### src/rtl/rpcl_pkg.sv
// package: constants and types for the remote power command listener
package rpcl_pkg;

  localparam logic [7:0]  CHAR_ESC     = 8'h1b;
  localparam logic [7:0]  CHAR_ENTER   = 8'h0d;
  localparam logic [7:0]  CHAR_CARET   = 8'h5e;
  localparam int          BUF_DEPTH    = 15;
  localparam int          BUF_AW       = 4;
  localparam int          CNT_W        = 20;
  localparam logic [CNT_W-1:0] MIN_BIT = 20'h00004;
  localparam logic [CNT_W-1:0] CNT_ONE = 20'h00001;
  localparam logic [BUF_AW-1:0] BUF_LAST = 4'he;

  // command words, stored as up to 9 characters, first character lowest
  localparam int          CMD_LEN_ON    = 7;
  localparam int          CMD_LEN_OFF   = 8;
  localparam int          CMD_LEN_TON   = 8;
  localparam int          CMD_LEN_SLEEP = 9;

  typedef enum logic [5:0]
  {
    RX_IDLE  = 6'b000001,
    RX_MEAS  = 6'b000010,
    RX_HALF  = 6'b000100,
    RX_DATA  = 6'b001000,
    RX_STOP  = 6'b010000,
    RX_WAIT  = 6'b100000
  } rpcl_rx_state_type;

  typedef struct packed
  {
    logic power_on;
    logic power_off_soft;
    logic power_off_now;
  } rpcl_power_cmd_type;

endpackage

### src/rtl/rpcl_listener.sv
// remote power command listener: baud sensing receiver and command matcher
`timescale 1ns/1ps
// Functional notes
// - watch receive line always, even powered off
// - escape then word: on, off, ton, sleep
// - immediate off skips soft power-down
// - sleep ignores commands until re-enabled
// - jumper enabled: first power-on always accepted
// - powered: act only if enabled, not asleep
// - enable setting off: no response, except any command while unpowered with jumper set and first power-on not yet used
// - start bit width sets bit rate
// - fixed buffer; overflow resets listener
module rpcl_listener
  import rpcl_pkg::*;
(
  input  wire logic                i_mclk,
  input  wire logic                i_rst,
  input  wire logic                i_rxd,
  input  wire logic                i_jumper_enable,
  input  wire logic                i_remote_power_enable_setting,
  input  wire logic                i_system_powered,
  output rpcl_power_cmd_type       o_power_cmd,
  output logic                     o_sleeping,
  output logic                     o_first_used
);

  // ---------------------------------------------------------------
  // command word match
  // ---------------------------------------------------------------
  // returns 1 when buffer holds exactly the given text
  function automatic logic match_word(input logic [7:0] buf_in [BUF_DEPTH],
                                      input logic [BUF_AW-1:0] len,
                                      input logic [71:0] word,
                                      input int wlen);
    logic ok;
    ok = (int'(len) == wlen);
    for (int k = 0; k < 9; k++)
    begin
      if (k < wlen && buf_in[k] != word[k*8 +: 8])
        ok = 1'b0;
    end
    return ok;
  endfunction

  // text stored first character in low byte
  localparam logic [71:0] W_ON    = {16'h0000, 56'h6e6f5e73797372};
  localparam logic [71:0] W_OFF   = {8'h00, 64'h66666f5e73797372};
  localparam logic [71:0] W_TON   = {8'h00, 64'h6e6f745e73797372};
  localparam logic [71:0] W_SLEEP = 72'h7065656c735e636970;

  // ---------------------------------------------------------------
  // state
  // ---------------------------------------------------------------
  rpcl_rx_state_type  state, next_state;
  logic [CNT_W-1:0]   bit_len, next_bit_len;
  logic [CNT_W-1:0]   cnt, next_cnt;
  logic [2:0]         bit_idx, next_bit_idx;
  logic [7:0]         shreg, next_shreg;
  logic               in_cmd, next_in_cmd;
  logic [BUF_AW-1:0]  len, next_len;
  logic [7:0]         cbuf [BUF_DEPTH];
  logic [7:0]         next_cbuf [BUF_DEPTH];
  logic               sleeping, next_sleeping;
  logic               first_used, next_first_used;
  logic               prev_setting, next_prev_setting;
  rpcl_power_cmd_type cmd_out, next_cmd_out;
  logic               byte_done;
  logic               allowed;
  logic               ovf_rst;

  assign o_power_cmd  = cmd_out;
  assign o_sleeping   = sleeping;
  assign o_first_used = first_used;

  // acceptance gate: first power-on by jumper, else setting and not asleep
  always_comb
  begin
    if (!i_system_powered && i_jumper_enable && !first_used)
      allowed = 1'b1;
    else
      allowed = i_remote_power_enable_setting && !sleeping;
  end

  // ---------------------------------------------------------------
  // receiver with start bit measurement
  // ---------------------------------------------------------------
  always_comb
  begin
    next_state   = state;
    next_bit_len = bit_len;
    next_cnt     = cnt;
    next_bit_idx = bit_idx;
    next_shreg   = shreg;
    byte_done    = 1'b0;
    unique case (state)
      RX_IDLE:
      begin
        if (!i_rxd)
        begin
          next_cnt   = CNT_ONE;
          next_state = in_cmd ? RX_HALF : RX_MEAS;
        end
      end
      RX_MEAS:
      begin
        // first start bit of a command: its low width is the bit period
        if (i_rxd)
        begin
          next_bit_len = (cnt < MIN_BIT) ? MIN_BIT : cnt;
          next_cnt     = CNT_ONE;
          next_bit_idx = 3'h0;
          next_state   = RX_DATA;
        end
        else if (cnt != {CNT_W{1'b1}})
          next_cnt = cnt + CNT_ONE;
      end
      RX_HALF:
      begin
        // later characters: move half a bit into the start bit
        if (cnt >= (bit_len >> 1))
        begin
          next_cnt     = CNT_ONE;
          next_bit_idx = 3'h0;
          next_state   = i_rxd ? RX_IDLE : RX_DATA;
        end
        else
          next_cnt = cnt + CNT_ONE;
      end
      RX_DATA:
      begin
        // after measuring, first sample lands at half a bit in; later bits a full bit apart
        if (cnt >= ((!in_cmd && bit_idx == 3'h0) ? (bit_len >> 1) : bit_len))
        begin
          next_shreg = {i_rxd, shreg[7:1]};
          next_cnt   = CNT_ONE;
          if (bit_idx == 3'h7)
            next_state = RX_STOP;
          else
            next_bit_idx = bit_idx + 3'h1;
        end
        else
          next_cnt = cnt + CNT_ONE;
      end
      RX_STOP:
      begin
        if (cnt >= bit_len)
        begin
          byte_done  = 1'b1;
          next_state = RX_WAIT;
        end
        else
          next_cnt = cnt + CNT_ONE;
      end
      RX_WAIT:
      begin
        if (i_rxd)
          next_state = RX_IDLE;
      end
      default:
        next_state = RX_IDLE;
    endcase
  end

  // ---------------------------------------------------------------
  // command buffer and decode
  // ---------------------------------------------------------------
  always_comb
  begin
    next_in_cmd       = in_cmd;
    next_len          = len;
    next_cbuf         = cbuf;
    next_sleeping     = sleeping;
    next_first_used   = first_used;
    next_prev_setting = i_remote_power_enable_setting;
    next_cmd_out      = '0;
    ovf_rst           = 1'b0;
    // off then on of the setting wakes the listener
    if (i_remote_power_enable_setting && !prev_setting)
      next_sleeping = 1'b0;
    if (byte_done)
    begin
      next_in_cmd = 1'b1;
      if (shreg == CHAR_ESC)
        next_len = '0;
      else if (shreg == CHAR_ENTER)
      begin
        if (allowed)
        begin
          if (match_word(cbuf, len, W_ON, CMD_LEN_ON))
          begin
            next_cmd_out.power_on = 1'b1;
            if (!i_system_powered)
              next_first_used = 1'b1;
          end
          if (match_word(cbuf, len, W_OFF, CMD_LEN_OFF))
            next_cmd_out.power_off_soft = 1'b1;
          if (match_word(cbuf, len, W_TON, CMD_LEN_TON))
            next_cmd_out.power_off_now = 1'b1;
          if (match_word(cbuf, len, W_SLEEP, CMD_LEN_SLEEP))
            next_sleeping = 1'b1;
        end
        next_in_cmd = 1'b0;
        if (len == BUF_LAST)
          ovf_rst = 1'b1;
        else
          next_len = len + 4'h1;
      end
      else if (len == BUF_LAST)
        ovf_rst = 1'b1;
      else
      begin
        next_cbuf[len] = shreg;
        next_len       = len + 4'h1;
      end
    end
  end

  // registers; buffer overflow clears the command buffer, sleep and pulses as a reset; receiver goes to RX_WAIT
  always_ff @(posedge i_mclk or posedge i_rst)
  begin
    if (i_rst)
    begin
      state        <= RX_IDLE;
      bit_len      <= MIN_BIT;
      cnt          <= '0;
      bit_idx      <= 3'h0;
      shreg        <= 8'h00;
      in_cmd       <= 1'b0;
      len          <= '0;
      cbuf         <= '{default: 8'h00};
      sleeping     <= 1'b0;
      first_used   <= 1'b0;
      prev_setting <= 1'b0;
      cmd_out      <= '0;
    end
    else if (ovf_rst)
    begin
      state        <= RX_WAIT;
      in_cmd       <= 1'b0;
      len          <= '0;
      cbuf         <= '{default: 8'h00};
      sleeping     <= 1'b0;
      prev_setting <= next_prev_setting;
      cmd_out      <= '0;
    end
    else
    begin
      state        <= next_state;
      bit_len      <= next_bit_len;
      cnt          <= next_cnt;
      bit_idx      <= next_bit_idx;
      shreg        <= next_shreg;
      in_cmd       <= next_in_cmd;
      len          <= next_len;
      cbuf         <= next_cbuf;
      sleeping     <= next_sleeping;
      first_used   <= next_first_used;
      prev_setting <= next_prev_setting;
      cmd_out      <= next_cmd_out;
    end
  end

endmodule

### config.mk
export PLATFORM = sky130hd
export DESIGN_NAME = rpcl_listener
export DESIGN_NICKNAME = d
export VERILOG_FILES = /design/src/rtl/rpcl_pkg.sv /design/src/rtl/rpcl_listener.sv
export SDC_FILE = /design/constraint.sdc
export NUM_CORES = 1
export LEC_CHECK = 0
export BUFFER_PORTS_ARGS = -buffer_cell sky130_fd_sc_hd__buf_4
export CELL_PAD_IN_SITES_DETAIL_PLACEMENT = 0
export CELL_PAD_IN_SITES_GLOBAL_PLACEMENT = 1
export CORE_MARGIN = 2
export CORE_UTILIZATION = 46
export DETAILED_ROUTE_END_ITERATION = 10
export GPL_TIMING_DRIVEN = 0
export PLACE_DENSITY = 0.75
export SLEW_MARGIN = 30
export SYNTH_ARGS = -nofsm -noshare
export SYNTH_HDL_FRONTEND = slang
export SYNTH_SLANG_ARGS = --single-unit
### constraint.sdc
create_clock -name i_mclk -period 3.6 [get_ports i_mclk]
set_input_delay 0.18 -clock i_mclk [delete_from_list [all_inputs] [get_ports i_mclk]]
set_output_delay 0.18 -clock i_mclk [all_outputs]
set_load 0.02 [all_outputs]
==> results.ini <==
[worst_setup_path]
cpMostUsedCell = ha_1
r2r_start = bit_idx[0]
worst-path-max-fanout = 10
cp-start-kind = register
r2r_setup_slack_ps = 170
critPathKind = register to register
slowest_stage = dfrtp_1
cp_data_arrival_time_ps = 3750
crit_chain = inv_1 -> ha_1 -> and3_1 -> clkbuf_4 -> buf_4 -> a21oi_1 -> ha_1 -> nand4_1 -> nor3_4 -> a211oi_2 -> a32o_4 -> or2_2 -> o32ai_1
ff2ff_path_depth = 13
cp-end-kind = register
required_ps = 3920
path_delay_family = simple AND/OR/NAND/NOR gates
critPathBufInv = 3
r2r-end = state[1]
max_stage_delay_ps = 410

[global_route]
grt_pass1_vias = 6380
grt_use_total_pct = 24.3
grt_pass1_wl_um = 34700
antenna_found_initial = 0
grt_max_degree = 33
gr-total-overflow = 0

[pwr]
p_sw_uw = 2030
power_frac_seq_pct = 32.8
powerDensity_mw_per_mm2 = 584
p_total_uw = 5420
p_sw_share_pct = 37.4
p_clk_share_pct = 31.1
power_frac_comb_pct = 36.1
leakagePower_uw = 0.00418
max-vdd-ir-drop_mv = 0.431
internal_power_uw = 3400

[final_layout]
finish.utilization_pct = 53.7
antenna_cells = 0
drive_above_1_share_pct = 16.1
syn_to_final_growth_pct = 13.9
fin_cells = 1061
finalNetCount = 897

[timing]
fin_skew_ps = 9.79
slew_headroom_pct = 36.2
setup-tns-final_ps = 0
setup_violations = 0
slew_violations = 0
tightestPinTransition_ps = 948
fin_crit_sh_pct = 95.3
final-hold-violation-count = 0
fin_crit_ps = 3430
fmax_mhz = 292
grt_setup_unrepaired = no
timing.final.ws_setup_ps = 171

[logic_synthesis]
synth_cell_types = 71
synth_edf_count = 0
synth_top_area_cell = dfrtp_1
postSynthAreaPerCell_um2 = 10.4
ys_seq_elements = 140
synth_nets = 858
async_reset_ff_share_pct = 100
netlist_area_mm2 = 0.00815
yosys-top-cells-area = dfrtp_1 42%, ha_1 10%, a22o_1 7.1%, mux2_2 3.5%, a21oi_1 2.7%
yosys_warnings = 0
ys_seq_area_share_pct = 43.0
syn_inst = 785
synth_flop_cell = dfrtp_1
yosysTopAreaCellShare_pct = 42.4

[routing]
drtAntennaViolNets = 0
initialDrtViolationCount = 491
met1_length_um = 10700
wl_met3_um = 1250
routed_via_density = 6.25
drc = 0
drt_pass1_iterations = 8
vias = 6635
met2_length_um = 9420
drt_wl_total_um = 21500
routed.top_layer = met4
post_drt_wl_per_cell_um = 20.3

[hold_path]
worstHoldStart = i_rxd
hold_end = state[1]
hp-class = input pin to register
hold_depth = 2

[placed_design]
numPortBuffers = 9
dp_hpwl_um = 15400
pre_cts_slack_ps = -1020
place_inst = 1024
gp_congestion = 0.859

[floorplanning]
core_area_mm2 = 0.0173
die-area_mm2 = 0.0188
die-width_um = 137
initial_core_util_pct = 47.1
fp-row-count = 48
io-pin-count = 11
die_h_um = 137

[cts]
clockRootBuffer = clkbuf_16
clkTransAtPathRegs_ps = 60
clk_path_buf_depth = 2
clk_latency_ps = 420
cts_tree = built
cts_buffers = 17
htree_levels = 4
clock-sinks = 140

[status]
status = complete, no violations

[run]
max_cap_viol_count = 0

==> power by group through the flow <==
stage	registers [uW]	clock network, uW	logic (uW)
finish	1780	1690	1960
global route	1790	1770	2120
CTS	1780	1700	1890
detailed placement	1800	0	1790
global placement	1800	0	1760
floorplan	1770	0	1290
==> state kept, by name, indices dropped and copies added, names as in the netlist <==
name	cells
bit_idx	3
bit_len	20
cbuf	72
cnt	20
in_cmd	1
len	4
o_first_used	1
o_power_cmd	3
o_sleeping	1
prev_setting	1
shreg	8
state	6
==> timing repair <==
item | in CTS | in global routing
hold buffers | 3 | 0
endpoints found under the hold margin | 15 | 0
setup buffers | 2 | 1
resized for setup | 9 | 9
pin swaps | 1 | 1
endpoints found under the setup margin | 36 | 32
==> cell type report <==
| type | instances | area [um2] |
|---|---|---|
| timing repair buffer | 20 | 235 |
| tap | 225 | 282 |
| multi-input combinational | 578 | 4390 |
| buffer | 34 | 180 |
| clock buffer | 22 | 474 |
| inverter | 33 | 128 |
| fill | 1540 | 8010 |
| clock inverter | 9 | 90.1 |
| sequential | 140 | 3510 |
==> how the worst max path moves through the flow <==
stage,startpoint,end,depth (start not counted)
detailed placement,bit_idx[0],cnt[16],14
global route,bit_idx[0],bit_idx[0],14
global placement,bit_idx[0],cnt[16],14
floorplan,bit_idx[0],cnt[2],15
finish,bit_idx[0],state[1],13
CTS,bit_idx[0],bit_idx[0],13
==> stage by stage <==
stage | area [um2] | hold slack [ps]
floorplan | 8150 | 211
global placement | 8500 | 299
detailed placement | 8620 | 197
CTS | 9250 | 166
global route | 9280 | 187
finish | 9280 | 175
==> worst register-to-register path, delay by kind of cell (launching register included) <==
family / cells / cell delay, ps
adder cells (fa/ha/maj): 2 / 430
buffers and inverters: 3 / 570
flip-flops: 1 / 410
AND/OR/NAND/NOR: 4 / 1080
AO/OA/AOI/OAI: 4 / 830
==> routing by layer <==
metal  global-route usage, %  vias to the layer above
li1                        -                     3060
met2                    34.9                      201
met4                    6.82                        0
met1                    36.7                     3354
met5                       0                        -
met3                    5.33                       20
==> kinds of logic after synthesis <==
| logic type | Yosys count | synth area share [%] |
|---|---|---|
| flip-flops | 140 | 43.0 |
| multiplexers | 29 | 4.07 |
| adder cells (fa/ha/maj) | 67 | 10.3 |
| buffers and inverters | 67 | 3.58 |
| XOR/XNOR | 9 | 0.967 |
| AO/OA/AOI/OAI | 214 | 19.8 |
| AND/OR/NAND/NOR | 259 | 18.3 |
==> placed cells by master (no fill, tap or decap), types with 22 or more instances in the layout <==
cell type  synthesis  routed
nand2_1           39      38
o21ai_0           32      32
dfrtp_1          138     138
mux2_2            25      25
a22o_1            66      66
nor2_1            55      55
nand3_1           22      22
ha_1              67      67
a21oi_1           44      44
nand4_1           28      28
inv_1             33      32
==> Yosys cell counts, types with 10 or more instances <==
library cell	instances
nor4_1	10
inv_1	33
nor3_1	11
nand2_1	39
nor2_1	55
dfrtp_1	138
mux2_2	25
a21oi_2	12
and3_1	14
nand3_1	22
buf_2	14
or3_1	10
and2_1	16
a21oi_1	44
o21ai_0	32
a22o_1	66
ha_1	67
nand4_1	28
No activity file was read; power rests on OpenSTA's default activity.
